$ cat src/ctio_defs.svh
// Register offsets, field positions and reset values of the camera trigger block.
`ifndef CTIO_DEFS_SVH
`define CTIO_DEFS_SVH

// ==========================================================================
// Register byte addresses
`define CTIO_ADDR_CTRL 8'h00
`define CTIO_ADDR_OUTSEL 8'h04
`define CTIO_ADDR_STATUS 8'h08
`define CTIO_ADDR_BINCFG 8'h0c
`define CTIO_ADDR_COUNT 8'h10

// ==========================================================================
// Control register fields
`define CTIO_CTRL_EDGE 0
`define CTIO_CTRL_GATED 1
`define CTIO_CTRL_ARM 2
`define CTIO_CTRL_MASKMODE 3
`define CTIO_CTRL_RESET 32'h0000_0000

// Output select register fields: source in [2:0], invert in bit 3, per line.
`define CTIO_OUT0_SRC_LSB 0
`define CTIO_OUT0_INV 3
`define CTIO_OUT1_SRC_LSB 8
`define CTIO_OUT1_INV 11
`define CTIO_OUTSEL_RESET 32'h0000_0000

// Binning configuration fields: port count code in [1:0], symmetry error in bit 8.
`define CTIO_BIN_PORTS_LSB 0
`define CTIO_BIN_SYMERR 8

// AXI response codes.
`define CTIO_RESP_OKAY 2'b00
`define CTIO_RESP_SLVERR 2'b10

`endif

$ cat src/ctio_pkg.sv
// Types shared by the camera trigger block.
package ctio_pkg;

  // Status source choices for each trigger output.
  typedef enum logic [2:0] {
    CTIO_SRC_ACQUIRING = 3'h0,
    CTIO_SRC_HIGH = 3'h1,
    CTIO_SRC_EXPOSING = 3'h2,
    CTIO_SRC_READOUT = 3'h3,
    CTIO_SRC_MASKSHIFT = 3'h4,
    CTIO_SRC_SHUTTER = 3'h5,
    CTIO_SRC_WAITING = 3'h6,
    CTIO_SRC_LOW = 3'h7
  } ctio_src_t;

  // Registered camera status flags that feed the outputs.
  typedef struct packed {
    logic acquiring;
    logic exposing;
    logic readout;
    logic maskShift;
    logic shutterOpen;
    logic waiting;
  } ctio_status_t;

  // Selection and inversion for one output line.
  typedef struct packed {
    logic invert;
    ctio_src_t source;
  } ctio_outcfg_t;

endpackage : ctio_pkg

$ cat src/ctio_out_mux.sv
// One trigger output line: source selection and optional inversion.
`timescale 1ns/1ps
`default_nettype none

module ctio_out_mux
  import ctio_pkg::*;
(
  // Configuration and status
  input wire ctio_outcfg_t cfg,
  input wire ctio_status_t status,
  // Line
  output logic lineOut
);

  logic selected;

  // Plain combinational pick, so the line follows its flag within the same cycle.
  always_comb begin
    unique case (cfg.source)
      CTIO_SRC_ACQUIRING: selected = status.acquiring | status.waiting;
      CTIO_SRC_HIGH: selected = 1'b1;
      CTIO_SRC_EXPOSING: selected = status.exposing;
      CTIO_SRC_READOUT: selected = status.readout;
      CTIO_SRC_MASKSHIFT: selected = status.maskShift;
      CTIO_SRC_SHUTTER: selected = status.shutterOpen;
      CTIO_SRC_WAITING: selected = status.waiting;
      CTIO_SRC_LOW: selected = 1'b0;
    endcase
    lineOut = selected ^ cfg.invert;
  end

endmodule // ctio_out_mux

`default_nettype wire

$ cat src/ctio_trigger_io.sv
// Camera trigger input and output logic with an AXI4-Lite register slave.
//
// How it works
// - a setting picks rising or falling edges of the trigger input as active.
// - gated mode, rising selected: expose from rising edge to the falling edge.
// - gated mode, falling selected: expose from falling edge to next rising edge.
// - edges arriving while busy are dropped, never queued, sequence undisturbed.
// - two trigger outputs, each with its own source choice.
// - acquiring source is high while acquiring or waiting for first trigger.
// - constant source holds the output high.
// - exposing source is high exactly while the sensor exposes.
// - readout source is high for the whole readout.
// - masked shift source is high while masked frame shifts run.
// - shutter source is high while the shutter is open.
// - waiting source is high while waiting for an external trigger.
// - each output has its own inversion giving an active-low signal.
// - gated mode opens the shutter on the leading edge, closes on trailing.
`timescale 1ns/1ps
`default_nettype none

`include "ctio_defs.svh"

module ctio_trigger_io
  import ctio_pkg::*;
#(
  parameter int EXPOSE_CYCLES = 64,
  parameter int SHIFT_CYCLES = 16,
  parameter int SHIFT_COUNT = 4,
  parameter int READOUT_CYCLES = 256,
  parameter int SENSOR_COLS = 2048
) (
  // Clock and reset
  input wire logic clk_sys,
  input wire logic rst,
  // Trigger pins
  input wire logic trigIn,
  output logic trigOut0,
  output logic trigOut1,
  // Sensor-side status
  output logic exposing,
  output logic shutterOpen,
  output logic readingOut,
  // AXI4-Lite write address
  input wire logic [7:0] s_axi_awaddr,
  input wire logic s_axi_awvalid,
  output logic s_axi_awready,
  // AXI4-Lite write data
  input wire logic [31:0] s_axi_wdata,
  input wire logic [3:0] s_axi_wstrb,
  input wire logic s_axi_wvalid,
  output logic s_axi_wready,
  // AXI4-Lite write response
  output logic [1:0] s_axi_bresp,
  output logic s_axi_bvalid,
  input wire logic s_axi_bready,
  // AXI4-Lite read address
  input wire logic [7:0] s_axi_araddr,
  input wire logic s_axi_arvalid,
  output logic s_axi_arready,
  // AXI4-Lite read data
  output logic [31:0] s_axi_rdata,
  output logic [1:0] s_axi_rresp,
  output logic s_axi_rvalid,
  input wire logic s_axi_rready
);

  typedef enum logic [2:0] {
    ST_IDLE,
    ST_WAIT,
    ST_EXPOSE,
    ST_SHIFT,
    ST_READOUT
  } ctio_state_t;

  // ==========================================================================
  // Registers
  logic [31:0] ctrl_q;
  logic [31:0] outsel_q;
  logic [1:0] binPorts_q;
  logic [31:0] trigCount_q;
  logic [31:0] dropCount_q;
  logic edgeSel;
  logic gatedMode;
  logic armReq;
  logic maskMode;

  assign edgeSel = ctrl_q[`CTIO_CTRL_EDGE];
  assign gatedMode = ctrl_q[`CTIO_CTRL_GATED];
  assign armReq = ctrl_q[`CTIO_CTRL_ARM];
  assign maskMode = ctrl_q[`CTIO_CTRL_MASKMODE];

  // ==========================================================================
  // Trigger input synchroniser and edge detection
  logic syncA_q;
  logic syncB_q;
  logic syncC_q;
  logic riseEdge;
  logic fallEdge;
  logic leadEdge;
  logic trailEdge;

  // Three flops; edges compare the second with the third, so each edge is seen once.
  always_ff @(posedge clk_sys) begin
    if (rst) begin
      syncA_q <= 1'b0;
      syncB_q <= 1'b0;
      syncC_q <= 1'b0;
    end else begin
      syncA_q <= trigIn;
      syncB_q <= syncA_q;
      syncC_q <= syncB_q;
    end
  end

  assign riseEdge = syncB_q & ~syncC_q;
  assign fallEdge = ~syncB_q & syncC_q;
  // Leading edge is the selected one; trailing is its opposite.
  assign leadEdge = edgeSel ? fallEdge : riseEdge;
  assign trailEdge = edgeSel ? riseEdge : fallEdge;

  // ==========================================================================
  // Acquisition sequencer
  ctio_state_t state_q;
  logic [31:0] timer_q;
  logic [31:0] shiftsLeft_q;
  logic busy;

  assign busy = (state_q != ST_WAIT) && (state_q != ST_IDLE);

  // A lead edge is only honoured in ST_WAIT; elsewhere it is simply dropped.
  always_ff @(posedge clk_sys) begin
    if (rst) begin
      state_q <= ST_IDLE;
      timer_q <= 32'h0000_0000;
      shiftsLeft_q <= 32'h0000_0000;
    end else begin
      unique case (state_q)
        ST_IDLE: begin
          if (armReq) begin
            state_q <= ST_WAIT;
          end
        end
        ST_WAIT: begin
          if (!armReq) begin
            state_q <= ST_IDLE;
          end else if (leadEdge) begin
            state_q <= ST_EXPOSE;
            timer_q <= 32'(EXPOSE_CYCLES);
          end
        end
        ST_EXPOSE: begin
          if (gatedMode) begin
            if (trailEdge) begin
              state_q <= maskMode ? ST_SHIFT : ST_READOUT;
              timer_q <= maskMode ? 32'(SHIFT_CYCLES) : 32'(READOUT_CYCLES);
              shiftsLeft_q <= 32'(SHIFT_COUNT);
            end
          end else if (timer_q <= 32'h0000_0001) begin
            state_q <= maskMode ? ST_SHIFT : ST_READOUT;
            timer_q <= maskMode ? 32'(SHIFT_CYCLES) : 32'(READOUT_CYCLES);
            shiftsLeft_q <= 32'(SHIFT_COUNT);
          end else begin
            timer_q <= timer_q - 32'h0000_0001;
          end
        end
        ST_SHIFT: begin
          if (timer_q <= 32'h0000_0001) begin
            if (shiftsLeft_q <= 32'h0000_0001) begin
              state_q <= ST_READOUT;
              timer_q <= 32'(READOUT_CYCLES);
            end else begin
              shiftsLeft_q <= shiftsLeft_q - 32'h0000_0001;
              timer_q <= 32'(SHIFT_CYCLES);
            end
          end else begin
            timer_q <= timer_q - 32'h0000_0001;
          end
        end
        ST_READOUT: begin
          if (timer_q <= 32'h0000_0001) begin
            state_q <= armReq ? ST_WAIT : ST_IDLE;
          end else begin
            timer_q <= timer_q - 32'h0000_0001;
          end
        end
        default: state_q <= ST_IDLE;
      endcase
    end
  end

  // Accepted and dropped trigger counters, visible to software.
  always_ff @(posedge clk_sys) begin
    if (rst) begin
      trigCount_q <= 32'h0000_0000;
      dropCount_q <= 32'h0000_0000;
    end else begin
      if (state_q == ST_WAIT && armReq && leadEdge) trigCount_q <= trigCount_q + 32'h0000_0001;
      if (busy && leadEdge) dropCount_q <= dropCount_q + 32'h0000_0001;
    end
  end

  // ==========================================================================
  // Registered status flags
  ctio_status_t status_q;

  // Flags are registered from the current state_q, a cycle behind it, so outputs stay glitch-free.
  always_ff @(posedge clk_sys) begin
    if (rst) begin
      status_q <= '0;
    end else begin
      status_q.acquiring <= busy;
      status_q.exposing <= (state_q == ST_EXPOSE);
      status_q.readout <= (state_q == ST_READOUT);
      status_q.maskShift <= (state_q == ST_SHIFT);
      status_q.shutterOpen <= (state_q == ST_EXPOSE);
      status_q.waiting <= (state_q == ST_WAIT);
    end
  end

  assign exposing = status_q.exposing;
  assign shutterOpen = status_q.shutterOpen;
  assign readingOut = status_q.readout;

  // ==========================================================================
  // Trigger outputs
  ctio_outcfg_t cfg0;
  ctio_outcfg_t cfg1;
  assign cfg0.source = ctio_src_t'(outsel_q[`CTIO_OUT0_SRC_LSB +: 3]);
  assign cfg0.invert = outsel_q[`CTIO_OUT0_INV];
  assign cfg1.source = ctio_src_t'(outsel_q[`CTIO_OUT1_SRC_LSB +: 3]);
  assign cfg1.invert = outsel_q[`CTIO_OUT1_INV];

  // Two independent lines built from one mux module.
  ctio_out_mux u_out0 (
    .cfg(cfg0),
    .status(status_q),
    .lineOut(trigOut0)
  );

  ctio_out_mux u_out1 (
    .cfg(cfg1),
    .status(status_q),
    .lineOut(trigOut1)
  );

  // ==========================================================================
  // Binning symmetry check
  logic symErr;
  logic [31:0] binRegion_q;
  // Column start and end are the two halves of the region word; software keeps them symmetric, we only flag a miss.
  always_comb begin
    symErr = 1'b0;
    if (binPorts_q != 2'b00) begin
      symErr = (32'(binRegion_q[15:0]) + 32'(binRegion_q[31:16])) != (32'(SENSOR_COLS) - 32'h0000_0001);
    end
  end

  // ==========================================================================
  // AXI4-Lite write path
  logic [7:0] awAddr_q;
  logic awHeld_q;
  logic [31:0] wData_q;
  logic [3:0] wStrb_q;
  logic wHeld_q;

  assign s_axi_awready = ~awHeld_q & ~s_axi_bvalid;
  assign s_axi_wready = ~wHeld_q & ~s_axi_bvalid;

  // Address and data are captured independently, in either order.
  always_ff @(posedge clk_sys) begin
    if (rst) begin
      awAddr_q <= 8'h00;
      awHeld_q <= 1'b0;
      wData_q <= 32'h0000_0000;
      wStrb_q <= 4'h0;
      wHeld_q <= 1'b0;
    end else begin
      if (s_axi_awvalid && s_axi_awready) begin
        awAddr_q <= s_axi_awaddr;
        awHeld_q <= 1'b1;
      end
      if (s_axi_wvalid && s_axi_wready) begin
        wData_q <= s_axi_wdata;
        wStrb_q <= s_axi_wstrb;
        wHeld_q <= 1'b1;
      end
      if (awHeld_q && wHeld_q) begin
        awHeld_q <= 1'b0;
        wHeld_q <= 1'b0;
      end
    end
  end

  function automatic logic [31:0] applyStrb(input logic [31:0] old, input logic [31:0] nw, input logic [3:0] st);
    logic [31:0] r;
    r = old;
    for (int i = 0; i < 4; i++) begin
      if (st[i]) r[i*8 +: 8] = nw[i*8 +: 8];
    end
    return r;
  endfunction

  // Register writes and the write response.
  always_ff @(posedge clk_sys) begin
    if (rst) begin
      ctrl_q <= `CTIO_CTRL_RESET;
      outsel_q <= `CTIO_OUTSEL_RESET;
      binPorts_q <= 2'b00;
      binRegion_q <= 32'h0000_0000;
      s_axi_bvalid <= 1'b0;
      s_axi_bresp <= `CTIO_RESP_OKAY;
    end else begin
      if (awHeld_q && wHeld_q) begin
        s_axi_bvalid <= 1'b1;
        s_axi_bresp <= `CTIO_RESP_OKAY;
        unique case (awAddr_q)
          `CTIO_ADDR_CTRL: ctrl_q <= applyStrb(ctrl_q, wData_q, wStrb_q);
          `CTIO_ADDR_OUTSEL: outsel_q <= applyStrb(outsel_q, wData_q, wStrb_q);
          `CTIO_ADDR_BINCFG: begin
            if (wStrb_q[0]) binPorts_q <= wData_q[`CTIO_BIN_PORTS_LSB +: 2];
          end
          `CTIO_ADDR_COUNT: binRegion_q <= applyStrb(binRegion_q, wData_q, wStrb_q);
          default: s_axi_bresp <= `CTIO_RESP_SLVERR;
        endcase
      end else if (s_axi_bvalid && s_axi_bready) begin
        s_axi_bvalid <= 1'b0;
      end
    end
  end

  // ==========================================================================
  // AXI4-Lite read path
  assign s_axi_arready = ~s_axi_rvalid;

  // One-cycle read answer; unmapped addresses give SLVERR with the accepted trigger count as data.
  always_ff @(posedge clk_sys) begin
    if (rst) begin
      s_axi_rvalid <= 1'b0;
      s_axi_rdata <= 32'h0000_0000;
      s_axi_rresp <= `CTIO_RESP_OKAY;
    end else begin
      if (s_axi_arvalid && s_axi_arready) begin
        s_axi_rvalid <= 1'b1;
        s_axi_rresp <= `CTIO_RESP_OKAY;
        unique case (s_axi_araddr)
          `CTIO_ADDR_CTRL: s_axi_rdata <= ctrl_q;
          `CTIO_ADDR_OUTSEL: s_axi_rdata <= outsel_q;
          `CTIO_ADDR_STATUS: s_axi_rdata <= {16'h0000, dropCount_q[7:0], 2'b00, status_q};
          `CTIO_ADDR_BINCFG: s_axi_rdata <= {23'h000000, symErr, 6'h00, binPorts_q};
          `CTIO_ADDR_COUNT: s_axi_rdata <= binRegion_q;
          default: begin
            s_axi_rdata <= trigCount_q;
            s_axi_rresp <= `CTIO_RESP_SLVERR;
          end
        endcase
      end else if (s_axi_rvalid && s_axi_rready) begin
        s_axi_rvalid <= 1'b0;
      end
    end
  end

endmodule // ctio_trigger_io

`default_nettype wire

$ cat config.mk
export PLATFORM = sky130hd
export DESIGN_NAME = ctio_trigger_io
export DESIGN_NICKNAME = d
export VERILOG_FILES = /design/src/ctio_pkg.sv /design/src/ctio_out_mux.sv /design/src/ctio_trigger_io.sv
export VERILOG_INCLUDE_DIRS = /design/src /design/src/src
export SDC_FILE = /design/constraint.sdc
export NUM_CORES = 1
export LEC_CHECK = 0
export ABC_AREA = 1
export BUFFER_PORTS_ARGS = -buffer_cell sky130_fd_sc_hd__buf_2
export CAP_MARGIN = 15
export CORE_MARGIN = 2
export CORE_UTILIZATION = 61
export CTS_BUF_LIST = sky130_fd_sc_hd__clkbuf_8 sky130_fd_sc_hd__clkbuf_16
export CTS_CLUSTER_DIAMETER = 200
export CTS_CLUSTER_SIZE = 8
export DETAILED_ROUTE_END_ITERATION = 6
export PLACE_DENSITY = 0.87
export SLEW_MARGIN = 20
export SYNTH_ARGS = -nofsm -noshare
export SYNTH_HDL_FRONTEND = slang
export SYNTH_HIERARCHICAL = 1
export SYNTH_SLANG_ARGS = --single-unit
export TNS_END_PERCENT = 50
$ cat constraint.sdc
create_clock -name clk_sys -period 3 [get_ports clk_sys]
set_clock_uncertainty 0.15 [all_clocks]
set_input_delay 0.3 -clock clk_sys [delete_from_list [all_inputs] [get_ports clk_sys]]
set_output_delay 0.3 -clock clk_sys [all_outputs]
set_load 0.005 [all_outputs]
==> flow_results.xml, run 1 <==
<?xml version="1.0" encoding="UTF-8"?>
<metrics>
  <group name="pwr">
    <metric name="p_total" unit="uW">8790</metric>
    <metric name="irDropWorstVdd" unit="V">0.000501</metric>
    <metric name="p_sw_share" unit="%">23.4</metric>
    <metric name="switching_power" unit="uW">2060</metric>
    <metric name="combPwrFrac" unit="%">6.2</metric>
    <metric name="internal_power" unit="uW">6730</metric>
    <metric name="proportion_of_power_drawn_by_flip_flops_and_latches" unit="%">46.4</metric>
    <metric name="leakagePower" unit="uW">0.00732</metric>
    <metric name="p_per_area" unit="mW/mm^2">517</metric>
    <metric name="clock_power_share" unit="%">47.4</metric>
  </group>
  <group name="logic_synthesis">
    <metric name="ys.warnings.count" unit="">6</metric>
    <metric name="post_synth_inst_count" unit="">2086</metric>
    <metric name="yosys_register_bits" unit="">295</metric>
    <metric name="synth.lib_cells_used.distinct" unit="">55</metric>
    <metric name="mappedNetlistArea" unit="mm^2">0.0146</metric>
    <metric name="yosysSeqAreaShare" unit="%">40.5</metric>
    <metric name="synth_area_per_cell" unit="um^2">7.00</metric>
  </group>
  <group name="critical_path">
    <metric name="critical_path.max_fanout" unit="">14</metric>
    <metric name="timing.reg2reg.worst_path_depth" unit="">13</metric>
    <metric name="worst-r2r-setup-slack" unit="ps">260</metric>
    <metric name="end_kind" unit="">flip-flop</metric>
    <metric name="worst_path_most_repeated_cell" unit="">sky130_fd_sc_hd__nand2_1</metric>
    <metric name="critPathArrivalTime" unit="ps">3000</metric>
    <metric name="critPathSlowestCell" unit="">sky130_fd_sc_hd__dfxtp_1</metric>
    <metric name="path_cells" unit="">inv_1 &gt; ha_1 &gt; nand2_1 &gt; nor2_1 &gt; o211ai_1 &gt; nand2_1 &gt; nand2_1 &gt; nand3_4 &gt; buf_4 &gt; nor2_2 &gt; inv_1 &gt; nor3_1 &gt; nor2_1</metric>
    <metric name="critical_path.reg2reg.startpoint" unit="">shiftsLeft_q[0]</metric>
    <metric name="critPathCapture" unit="">shiftsLeft_q[4]</metric>
    <metric name="regToRegEndpoint" unit="">shiftsLeft_q[4]</metric>
    <metric name="worst-setup-path-type" unit="">flip-flop to flip-flop</metric>
    <metric name="worstSetupStartpoint" unit="">shiftsLeft_q[0]</metric>
    <metric name="critical-path-max-stage-delay" unit="ps">400</metric>
    <metric name="critical_path_required" unit="ps">3270</metric>
    <metric name="critical_path.startpoint_type" unit="">flip-flop</metric>
  </group>
  <group name="drt">
    <metric name="vias_per_cell" unit="">5.84</metric>
    <metric name="drcViolationCount" unit="">0</metric>
    <metric name="route.final.wire_length" unit="mm">43.1</metric>
    <metric name="wl_per_cell" unit="um">16.9</metric>
    <metric name="route.vias.total" unit="">14900</metric>
    <metric name="drt_pre_antenna_iters" unit="">6</metric>
    <metric name="detail-route-antenna-nets" unit="">0</metric>
    <metric name="dr_iter_0_viols" unit="">1552</metric>
  </group>
  <group name="sta">
    <metric name="timing.hold.ws" unit="ps">164</metric>
    <metric name="maxSlewViolCount" unit="">0</metric>
    <metric name="setup_viol_count_final" unit="">0</metric>
    <metric name="timing_worst_slew_pin_value" unit="ps">984</metric>
    <metric name="fmaxAchievable" unit="MHz">365</metric>
    <metric name="worst_slew_margin_rel" unit="%">34.4</metric>
    <metric name="period_minus_slack" unit="ps">2740</metric>
    <metric name="timing_hold_violations_final" unit="">0</metric>
    <metric name="setup_total_negative_slack" unit="ps">0</metric>
    <metric name="post-route-period-util" unit="%">91.2</metric>
  </group>
  <group name="clock_network">
    <metric name="clock_tree.root_cell" unit="">sky130_fd_sc_hd__clkbuf_16</metric>
    <metric name="clk_path_buf_depth" unit="">3</metric>
    <metric name="post_cts_setup_repair_buffer_count" unit="">0</metric>
    <metric name="clock_insertion_delay_worst_skew" unit="ps">540</metric>
    <metric name="worst_setup_hold_path_clk_slew" unit="ps">50</metric>
    <metric name="htreeDepth" unit="">2</metric>
    <metric name="clock_sink_count" unit="">295</metric>
    <metric name="numCtsBuffers" unit="">42</metric>
    <metric name="cts_tree" unit="">yes</metric>
  </group>
  <group name="floorplanning">
    <metric name="die_area" unit="mm^2">0.0252</metric>
    <metric name="die_w" unit="um">159</metric>
    <metric name="rows" unit="">56</metric>
    <metric name="chipHeight" unit="um">159</metric>
    <metric name="placeableCoreArea" unit="mm^2">0.0235</metric>
    <metric name="floorplan.io_pins" unit="">106</metric>
    <metric name="initial_utilization" unit="%">62.2</metric>
  </group>
  <group name="min_path">
    <metric name="worstHoldStart" unit="">s_axi_awvalid</metric>
    <metric name="min-delay-path-class" unit="">input port to flip-flop</metric>
  </group>
  <group name="global_routing">
    <metric name="grt_use_total" unit="%">34.5</metric>
    <metric name="pin_count_of_the_biggest_net_entering_global_routing" unit="">83</metric>
    <metric name="first_global_vias" unit="">14000</metric>
    <metric name="first_pass_grt_wire_length" unit="mm">69.7</metric>
    <metric name="grt_antenna_before_repair" unit="">1</metric>
    <metric name="overflow_after_grt" unit="">0</metric>
  </group>
  <group name="run">
    <metric name="maxCapViolCount" unit="">0</metric>
  </group>
  <group name="placement">
    <metric name="gp_routability_congestion" unit="">0.974</metric>
    <metric name="hpwl" unit="mm">29.2</metric>
    <metric name="port_buffers" unit="">103</metric>
  </group>
  <group name="finish">
    <metric name="antenna_cells_inserted" unit="">0</metric>
    <metric name="final_common_cell" unit="">sky130_fd_sc_hd__nand2_1</metric>
    <metric name="nets" unit="">2313</metric>
    <metric name="most-common-layout-cells" unit="">372 x sky130_fd_sc_hd__nand2_1, 324 x sky130_fd_sc_hd__nor2_1, 295 x sky130_fd_sc_hd__dfxtp_1</metric>
    <metric name="fraction_of_final_layout_cells_sized_beyond_drive_strength_1" unit="%">10.9</metric>
    <metric name="synthToLayoutAreaGrowth" unit="%">16.6</metric>
    <metric name="filler_cell_count" unit="">1872</metric>
  </group>
  <group name="status">
    <metric name="status" unit="">finished clean</metric>
  </group>
</metrics>
-- Yosys cell counts, drive strengths merged --
cell type / instances / area (um^2)
nand2: 383 / 1480
nor2: 346 / 1400
dfxtp: 295 / 5910
inv: 231 / 867
a21oi: 207 / 1050
o21ai: 185 / 956
nand3: 81 / 440
clkbuf: 55 / 206
nor3: 47 / 250
a211oi: 34 / 255
nand4: 32 / 200
buf: 26 / 169
xor2: 25 / 219
ha: 22 / 275
o221ai: 15 / 131
nor4: 11 / 68.8
xnor2: 11 / 96.3
a221oi: 10 / 87.6
a31oi: 8 / 50.1
a22o: 7 / 61.3
nor3b: 7 / 57.6
a41oi: 6 / 52.6
nand3b: 6 / 45.0
o2111ai: 6 / 52.6
o211ai: 6 / 45.0
or2: 6 / 40.0
o21a: 4 / 30.0
clkinv: 3 / 11.3
o31ai: 3 / 22.5
o21bai: 2 / 18.8
a21o: 1 / 7.51
conb: 1 / 3.75
fa: 1 / 20.0
nor4b: 1 / 8.76
o211a: 1 / 10.0
or3: 1 / 6.26
-- power by group through the flow --
stage	clock [uW]	sequential [uW]	combinational (uW)
finish	4170	4080	546
detailed placement	0	4150	469
global route	4330	4080	600
floorplan	0	4140	294
global placement	0	4150	454
CTS	4190	4080	523
-- area by class of cell --
class,count,area [um^2],area share (%)
sequential,295,5910,34.7
clock buffer,43,1080,6.32
multi-input combinational,1477,7450,43.8
inverter,234,881,5.18
tap,319,399,2.35
clock inverter,3,36.3,0.213
timing repair buffer,180,1270,7.46
-- per-stage QoR --
step           util, %  cells  setup slack [ps]  area (um^2)
6_report          72.5   2551               263        17000
5_1_grt           72.5   2551            -0.346        17000
4_1_cts           72.5   2551               305        17000
3_5_place_dp      65.6   2456               349        15400
3_3_place_gp      65.6   2456               395        15400
2_1_floorplan        -   2087               761        14600
-- flip-flops by register name (all words and copies together) (netlist names), 2 cells and up --
signal	count
wStrb_q	4
awAddr_q	8
state_q	3
binRegion_q	32
s_axi_rdata	32
timer_q	32
dropCount_q	8
trigCount_q	32
shiftsLeft_q	32
outsel_q	32
ctrl_q	32
status_q	3
binPorts_q	2
wData_q	32
-- how the worst min path moves through the flow --
stage / end / slack [ps] / cells after the start
4_1_cts: awAddr_q[3] / 120 / 3
2_1_floorplan: syncB_q / 240 / 2
3_3_place_gp: syncC_q / 280 / 2
5_1_grt: awAddr_q[3] / 190 / 3
3_5_place_dp: syncB_q / 290 / 2
6_report: awAddr_q[3] / 160 / 3
-- critical path, delay by kind of cell (launching register included) --
kind | cells | cell delay (ps)
and+or+nand+nor | 8 | 1010
buffers and inverters | 3 | 450
DFF | 1 | 400
AOI/OAI and AO/OA | 1 | 380
adders and majority gates | 1 | 230
-- logic make-up (layout without fill, tap and decap cells) --
kind of cell / after synthesis / in the layout / share of synthesized area (%)
XOR/XNOR: 36 / 36 / 2.16
other: 1 / 2 / 0.0257
buffers and inverters: 315 / 460 / 8.59
AND/OR/NAND/NOR: 921 / 921 / 27.4
flip-flops: 295 / 295 / 40.5
AO/OA/AOI/OAI: 495 / 495 / 19.4
adder cells (fa/ha/maj): 23 / 23 / 2.02
-- per-layer routing --
| metal | vias up | share of wire, % | routed length, um | track usage [%] |
|---|---|---|---|---|
| met5 | - | 0.030 | 13 | 0 |
| met4 | 2 | 2.6 | 1110 | 11.3 |
| met3 | 107 | 9.8 | 4230 | 7.38 |
| met2 | 739 | 45 | 19500 | 54.9 |
| met1 | 6864 | 42 | 18300 | 46.6 |
| li1 | 7188 | - | - | - |
-- repair_timing --
item | 4_1_cts | 5_1_grt
hold endpoints to repair | 62 | 0
endpoints found under the setup margin | 0 | 1
gates resized for setup | 0 | 2
hold buffers | 49 | 0
Power figures use the tool's default switching activity.
==> run 2, diff against run 1 <==
--- a/config.mk
+++ b/config.mk
@@ -15,6 +15,7 @@
 export CTS_CLUSTER_DIAMETER = 200
 export CTS_CLUSTER_SIZE = 8
 export DETAILED_ROUTE_END_ITERATION = 6
+export MAX_ROUTING_LAYER = met4
 export PLACE_DENSITY = 0.87
 export SLEW_MARGIN = 20
 export SYNTH_ARGS = -nofsm -noshare
==> flow_results.xml, run 2 (synthesis results as in run 1) <==
<?xml version="1.0" encoding="UTF-8"?>
<metrics>
  <group name="critical_path">
    <metric name="critical_path.reg2reg.startpoint" unit="">binRegion_q[0]</metric>
    <metric name="worst-setup-path-type" unit="">flip-flop to flip-flop</metric>
    <metric name="timing.reg2reg.worst_path_depth" unit="">19</metric>
    <metric name="critical_path.startpoint_type" unit="">flip-flop</metric>
    <metric name="critical_path.max_fanout" unit="">5</metric>
    <metric name="end_kind" unit="">flip-flop</metric>
    <metric name="critPathArrivalTime" unit="ps">2970</metric>
    <metric name="worst-r2r-setup-slack" unit="ps">250</metric>
    <metric name="critical_path_required" unit="ps">3220</metric>
    <metric name="regToRegEndpoint" unit="">s_axi_rdata[8]</metric>
  </group>
  <group name="finish">
    <metric name="final_common_cell" unit="">sky130_fd_sc_hd__nand2_1</metric>
    <metric name="nets" unit="">2315</metric>
    <metric name="stdcell_count" unit="">2554</metric>
    <metric name="fraction_of_final_layout_cells_sized_beyond_drive_strength_1" unit="%">11.0</metric>
    <metric name="postLayoutCoreUtil" unit="%">72.4</metric>
    <metric name="filler_cell_count" unit="">1883</metric>
    <metric name="synthToLayoutAreaGrowth" unit="%">16.4</metric>
    <metric name="most-common-layout-cells" unit="">372 x sky130_fd_sc_hd__nand2_1, 324 x sky130_fd_sc_hd__nor2_1, 295 x sky130_fd_sc_hd__dfxtp_1</metric>
  </group>
  <group name="status">
    <metric name="status" unit="">finished clean</metric>
  </group>
  <group name="global_routing">
    <metric name="grt_use_total" unit="%">35.3</metric>
    <metric name="grt_antenna_before_repair" unit="">1</metric>
    <metric name="first_global_vias" unit="">13700</metric>
    <metric name="first_pass_grt_wire_length" unit="mm">68.7</metric>
    <metric name="pin_count_of_the_biggest_net_entering_global_routing" unit="">69</metric>
    <metric name="overflow_after_grt" unit="">0</metric>
  </group>
  <group name="drt">
    <metric name="drcViolationCount" unit="">0</metric>
    <metric name="wl_met2" unit="mm">19.3</metric>
    <metric name="dr_iter_0_viols" unit="">1446</metric>
    <metric name="vias_per_cell" unit="">5.81</metric>
    <metric name="highest_signal_layer" unit="">met4</metric>
    <metric name="wire_length_the_detailed_router_placed_on_met1" unit="mm">18.7</metric>
    <metric name="route.final.wire_length" unit="mm">43.1</metric>
    <metric name="drt_pre_antenna_iters" unit="">6</metric>
    <metric name="detail-route-antenna-nets" unit="">0</metric>
    <metric name="met3RoutedLength" unit="mm">3.92</metric>
    <metric name="wl_per_cell" unit="um">16.9</metric>
    <metric name="route.vias.total" unit="">14800</metric>
  </group>
  <group name="floorplanning">
    <metric name="initial_utilization" unit="%">62.2</metric>
    <metric name="chipHeight" unit="um">159</metric>
    <metric name="die_w" unit="um">159</metric>
    <metric name="rows" unit="">56</metric>
    <metric name="floorplan.io_pins" unit="">106</metric>
    <metric name="placeableCoreArea" unit="mm^2">0.0235</metric>
    <metric name="die_area" unit="mm^2">0.0252</metric>
  </group>
  <group name="clock_network">
    <metric name="clock_insertion_delay_worst_skew" unit="ps">540</metric>
    <metric name="clk_path_buf_depth" unit="">3</metric>
    <metric name="htreeDepth" unit="">2</metric>
    <metric name="numCtsBuffers" unit="">42</metric>
    <metric name="cts_tree" unit="">yes</metric>
    <metric name="post_cts_setup_repair_buffer_count" unit="">0</metric>
    <metric name="clock_sink_count" unit="">295</metric>
    <metric name="worst_setup_hold_path_clk_slew" unit="ps">50</metric>
    <metric name="clock_tree.root_cell" unit="">sky130_fd_sc_hd__clkbuf_16</metric>
  </group>
  <group name="placement">
    <metric name="port_buffers" unit="">103</metric>
    <metric name="hpwl" unit="mm">29.7</metric>
    <metric name="gp_routability_congestion" unit="">1.00</metric>
    <metric name="numPlacedInstances" unit="">2460</metric>
  </group>
  <group name="min_path">
    <metric name="worstHoldStart" unit="">s_axi_awvalid</metric>
    <metric name="whs_endpoint" unit="">awAddr_q[3]</metric>
    <metric name="min-delay-path-class" unit="">input port to flip-flop</metric>
    <metric name="holdPathStages" unit="">3</metric>
  </group>
  <group name="sta">
    <metric name="maxSlewViolCount" unit="">0</metric>
    <metric name="setup_viol_count_final" unit="">0</metric>
    <metric name="fmaxAchievable" unit="MHz">363</metric>
    <metric name="grt_setup_unrepaired" unit="">false</metric>
    <metric name="setup_total_negative_slack" unit="ps">0</metric>
    <metric name="post-route-period-util" unit="%">91.8</metric>
    <metric name="worst_slew_margin_rel" unit="%">47.0</metric>
    <metric name="timing_hold_violations_final" unit="">0</metric>
    <metric name="period_minus_slack" unit="ps">2750</metric>
    <metric name="timing_worst_slew_pin_value" unit="ps">796</metric>
  </group>
  <group name="run">
    <metric name="maxCapViolCount" unit="">0</metric>
  </group>
  <group name="pwr">
    <metric name="leakagePower" unit="uW">0.00732</metric>
    <metric name="p_per_area" unit="mW/mm^2">514</metric>
    <metric name="irDropWorstVdd" unit="V">0.000500</metric>
  </group>
</metrics>
-- run 2: cell count changes in the layout (fill, tap and decap cells not counted), sizes merged --
cell	previous run	this run
clkbuf	43	42
inv	232	234
buf	131	135
clkinv	5	4
diode	0	1
dlygate4sd3	49	47
-- run 2: per-layer routing --
layer | up-vias | GRT usage [%]
met5 | - | -
met2 | 692 | 55.3
met4 | 0 | 11.0
met3 | 113 | 6.94
met1 | 6825 | 46.2
li1 | 7197 | -
-- run 2: worst max path at each step --
stage,cells after the start,from,slack (ps),to
6_report,19,binRegion_q[0],250,s_axi_rdata[8]
5_1_grt,19,binRegion_q[16],50,s_axi_rdata[8]
4_1_cts,19,binRegion_q[16],280,s_axi_rdata[8]
3_5_place_dp,19,binRegion_q[16],280,s_axi_rdata[8]
3_3_place_gp,19,binRegion_q[0],320,s_axi_rdata[8]
2_1_floorplan,19,binRegion_q[0],760,s_axi_rdata[8]
-- run 2: metrics by stage --
stage	total power [uW]	hold slack (ps)	instance area [um^2]	setup WS [ps]
detailed placement	4620	266	15400	282
CTS	8730	117	17000	276
floorplan	4430	238	14600	761
global route	8990	193	17000	46.8
finish	8740	165	17000	246
global placement	4610	268	15400	323
-- run 2: area by class of cell --
type,count,area (um^2),share of cell area (%)
diodes,1,2.50,0.0147
clock buffers,42,1050,6.19
clock inverters,4,37.5,0.221
inverters,234,881,5.18
multi-input cells,1477,7450,43.8
flip-flops and latches,295,5910,34.8
well taps,319,399,2.35
repair buffers,182,1270,7.45
-- run 2: repair_timing --
action,in CTS,in global routing
hold endpoints to repair,47,0
setup endpoints to repair,0,1
hold buffers,47,0
resized for setup,0,1
-- run 2: report_power, final --
| part | switching (uW) | internal [uW] | total (uW) |
|---|---|---|---|
| Clock | 1650 | 2460 | 4110 |
| Combinational | 351 | 197 | 548 |
| Sequential | 54.9 | 4020 | 4080 |
| Total | 2060 | 6680 | 8740 |
-- run 2: worst max-delay path, cell delays in order, from the launching register on --
cell	delay [ps]
sky130_fd_sc_hd__dfxtp_1	390
sky130_fd_sc_hd__ha_1	230
sky130_fd_sc_hd__inv_1	70
sky130_fd_sc_hd__fa_1	350
sky130_fd_sc_hd__inv_1	80
sky130_fd_sc_hd__nand2_1	100
sky130_fd_sc_hd__nand2_2	110
sky130_fd_sc_hd__nand3_1	90
sky130_fd_sc_hd__nand2_1	120
sky130_fd_sc_hd__nand2_1	90
sky130_fd_sc_hd__nand3b_1	90
sky130_fd_sc_hd__nand2_1	50
sky130_fd_sc_hd__nor2_1	100
sky130_fd_sc_hd__nand2_1	60
sky130_fd_sc_hd__nor2_1	90
sky130_fd_sc_hd__nand2_1	90
sky130_fd_sc_hd__nand2_1	100
sky130_fd_sc_hd__nand2_1	80
sky130_fd_sc_hd__nand2_1	90
sky130_fd_sc_hd__a21oi_1	60
==> run 3, diff against run 2 <==
--- a/config.mk
+++ b/config.mk
@@ -9,7 +9,6 @@
 export ABC_AREA = 1
 export BUFFER_PORTS_ARGS = -buffer_cell sky130_fd_sc_hd__buf_2
 export CAP_MARGIN = 15
-export CORE_MARGIN = 2
 export CORE_UTILIZATION = 61
 export CTS_BUF_LIST = sky130_fd_sc_hd__clkbuf_8 sky130_fd_sc_hd__clkbuf_16
 export CTS_CLUSTER_DIAMETER = 200
==> flow_results.xml, run 3 (synthesis results as in run 1) <==
<?xml version="1.0" encoding="UTF-8"?>
<metrics>
  <group name="global_routing">
    <metric name="global_route.usage.met1" unit="%">47.1</metric>
    <metric name="globalRouteMet2Util" unit="%">56.1</metric>
    <metric name="first_global_vias" unit="">14000</metric>
    <metric name="grt.busiest_layer" unit="">met2</metric>
    <metric name="grt_antenna_before_repair" unit="">1</metric>
    <metric name="globalRouteMet3Util" unit="%">7.53</metric>
    <metric name="overflow_after_grt" unit="">0</metric>
    <metric name="pin_count_of_the_biggest_net_entering_global_routing" unit="">80</metric>
    <metric name="grt_use_total" unit="%">36.6</metric>
    <metric name="first_pass_grt_wire_length" unit="mm">69.4</metric>
  </group>
  <group name="sta">
    <metric name="timing_hold_violations_final" unit="">0</metric>
    <metric name="setup_ws" unit="ps">256</metric>
    <metric name="period_minus_slack" unit="ps">2740</metric>
    <metric name="maxSlewViolCount" unit="">0</metric>
    <metric name="grt_setup_unrepaired" unit="">false</metric>
    <metric name="setup_total_negative_slack" unit="ps">0</metric>
    <metric name="fmaxAchievable" unit="MHz">364</metric>
    <metric name="worst_slew_margin_rel" unit="%">40.6</metric>
    <metric name="post-route-period-util" unit="%">91.5</metric>
    <metric name="setup_viol_count_final" unit="">0</metric>
    <metric name="timing_worst_slew_pin_value" unit="ps">891</metric>
  </group>
  <group name="critical_path">
    <metric name="critical_path.max_fanout" unit="">5</metric>
    <metric name="worstSetupStartpoint" unit="">binRegion_q[0]</metric>
    <metric name="critical_path_required" unit="ps">3230</metric>
    <metric name="end_kind" unit="">flip-flop</metric>
    <metric name="worst-setup-path-type" unit="">flip-flop to flip-flop</metric>
    <metric name="critPathArrivalTime" unit="ps">2970</metric>
    <metric name="critical_path.reg2reg.startpoint" unit="">binRegion_q[0]</metric>
    <metric name="critical_path.startpoint_type" unit="">flip-flop</metric>
  </group>
  <group name="placement">
    <metric name="numPlacedInstances" unit="">2456</metric>
    <metric name="hpwl" unit="mm">29.4</metric>
    <metric name="gp_routability_congestion" unit="">0.995</metric>
    <metric name="dp_worst_setup_slack" unit="ps">300</metric>
    <metric name="port_buffers" unit="">103</metric>
  </group>
  <group name="finish">
    <metric name="stdcell_count" unit="">2550</metric>
    <metric name="synthToLayoutAreaGrowth" unit="%">16.3</metric>
    <metric name="filler_cell_count" unit="">1937</metric>
    <metric name="most-common-layout-cells" unit="">372 x sky130_fd_sc_hd__nand2_1, 324 x sky130_fd_sc_hd__nor2_1, 295 x sky130_fd_sc_hd__dfxtp_1</metric>
    <metric name="nets" unit="">2311</metric>
    <metric name="final_common_cell" unit="">sky130_fd_sc_hd__nand2_1</metric>
    <metric name="fraction_of_final_layout_cells_sized_beyond_drive_strength_1" unit="%">10.9</metric>
    <metric name="final-seq-area" unit="mm^2">0.00591</metric>
    <metric name="multi_input_area" unit="mm^2">0.00745</metric>
  </group>
  <group name="clock_network">
    <metric name="numCtsBuffers" unit="">42</metric>
    <metric name="clock_sink_count" unit="">295</metric>
    <metric name="clock_tree.root_cell" unit="">sky130_fd_sc_hd__clkbuf_16</metric>
    <metric name="htreeDepth" unit="">2</metric>
    <metric name="clk_path_buf_depth" unit="">3</metric>
    <metric name="cts_tree" unit="">yes</metric>
    <metric name="clock_insertion_delay_worst_skew" unit="ps">530</metric>
    <metric name="worst_setup_hold_path_clk_slew" unit="ps">50</metric>
  </group>
  <group name="run">
    <metric name="maxCapViolCount" unit="">0</metric>
  </group>
  <group name="drt">
    <metric name="vias_per_cell" unit="">5.86</metric>
    <metric name="drt_pre_antenna_iters" unit="">6</metric>
    <metric name="dr_iter_0_viols" unit="">1465</metric>
    <metric name="wl_per_cell" unit="um">16.9</metric>
    <metric name="drcViolationCount" unit="">0</metric>
    <metric name="detail-route-antenna-nets" unit="">0</metric>
    <metric name="route.vias.total" unit="">14900</metric>
    <metric name="route.final.wire_length" unit="mm">43.2</metric>
  </group>
  <group name="pwr">
    <metric name="p_per_area" unit="mW/mm^2">516</metric>
    <metric name="leakagePower" unit="uW">0.00731</metric>
    <metric name="irDropWorstVdd" unit="V">0.000422</metric>
    <metric name="p_total" unit="uW">8770</metric>
  </group>
  <group name="floorplanning">
    <metric name="placeableCoreArea" unit="mm^2">0.0235</metric>
    <metric name="floorplan.io_pins" unit="">106</metric>
    <metric name="rows" unit="">56</metric>
    <metric name="initial_utilization" unit="%">62.2</metric>
    <metric name="die_w" unit="um">157</metric>
    <metric name="chipHeight" unit="um">157</metric>
    <metric name="die_area" unit="mm^2">0.0246</metric>
  </group>
  <group name="min_path">
    <metric name="min-delay-path-class" unit="">input port to flip-flop</metric>
    <metric name="worstHoldStart" unit="">rst</metric>
  </group>
  <group name="status">
    <metric name="status" unit="">finished clean</metric>
  </group>
</metrics>
==> run 3: cell types whose count changed in the layout (fill, tap and decap cells not counted), sizes merged <==
cell    previous run  this run
clkinv             4         5
inv              234       232
clkbuf            42        43
buf              135       131
==> run 3: area by class of cell <==
class                   count  share of cell area [%]
clock buffers              43                    6.34
multi-input cells        1477                    43.8
repair buffers            178                    7.28
flip-flops and latches    295                    34.8
well taps                 319                    2.35
inverters                 234                    5.19
diodes                      1                  0.0147
clock inverters             3                   0.214
==> run 3: power breakdown <==
group | total, uW | leakage, uW | internal, uW | switching (uW)
logic | 537 | 0.00437 | 192 | 345
registers | 4080 | 0.00239 | 4020 | 56.5
clock network | 4150 | 0.000549 | 2510 | 1640
==> run 3: through the flow <==
stage                     hold WS (ps)  util (%)  cell area [um^2]
after global placement             265      65.6             15400
after floorplan                    238         -             14600
after global routing              60.7      72.4             17000
final                             41.8      72.4             17000
after detailed placement           264      65.6             15400
after CTS                         21.8      72.3             17000
==> run 3: critical path, cell delays in order (launching register included) <==
cell	delay, ps
sky130_fd_sc_hd__dfxtp_1	410
sky130_fd_sc_hd__ha_1	240
sky130_fd_sc_hd__inv_1	70
sky130_fd_sc_hd__fa_1	350
sky130_fd_sc_hd__inv_1	80
sky130_fd_sc_hd__nand2_1	90
sky130_fd_sc_hd__nand2_2	120
sky130_fd_sc_hd__nand3_1	90
sky130_fd_sc_hd__nand2_1	120
sky130_fd_sc_hd__nand2_1	80
sky130_fd_sc_hd__nand3b_1	90
sky130_fd_sc_hd__nand2_1	60
sky130_fd_sc_hd__nor2_1	90
sky130_fd_sc_hd__nand2_1	60
sky130_fd_sc_hd__nor2_1	90
sky130_fd_sc_hd__nand2_1	90
sky130_fd_sc_hd__nand2_1	110
sky130_fd_sc_hd__nand2_1	80
sky130_fd_sc_hd__nand2_1	70
sky130_fd_sc_hd__a21oi_1	60
==> run 3: what timing repair did <==
item / CTS / global route
gates resized for setup: 0 / 1
hold buffers: 47 / 0
endpoints found under the setup margin: 0 / 1
buffers inserted: 0 / 0
hold endpoints to repair: 47 / 0
==> run 3: path summary, 6_finish.rpt <==
kind,endpoint,slack [ps],cells after the start
min,readingOut,40,2
max,s_axi_rdata[8],260,19
max reg2reg,s_axi_rdata[8],260,19
min reg2reg,syncB_q,270,2
==> run 3: per-layer routing <==
| layer | part of all wire (%) | vias to the layer above | routed length, um |
|---|---|---|---|
| met5 | 0 | - | 0 |
| met4 | 3.2 | 0 | 1380 |
| met3 | 9.9 | 123 | 4280 |
| met2 | 45 | 788 | 19200 |
| met1 | 42 | 6849 | 18300 |
| li1 | - | 7187 | - |
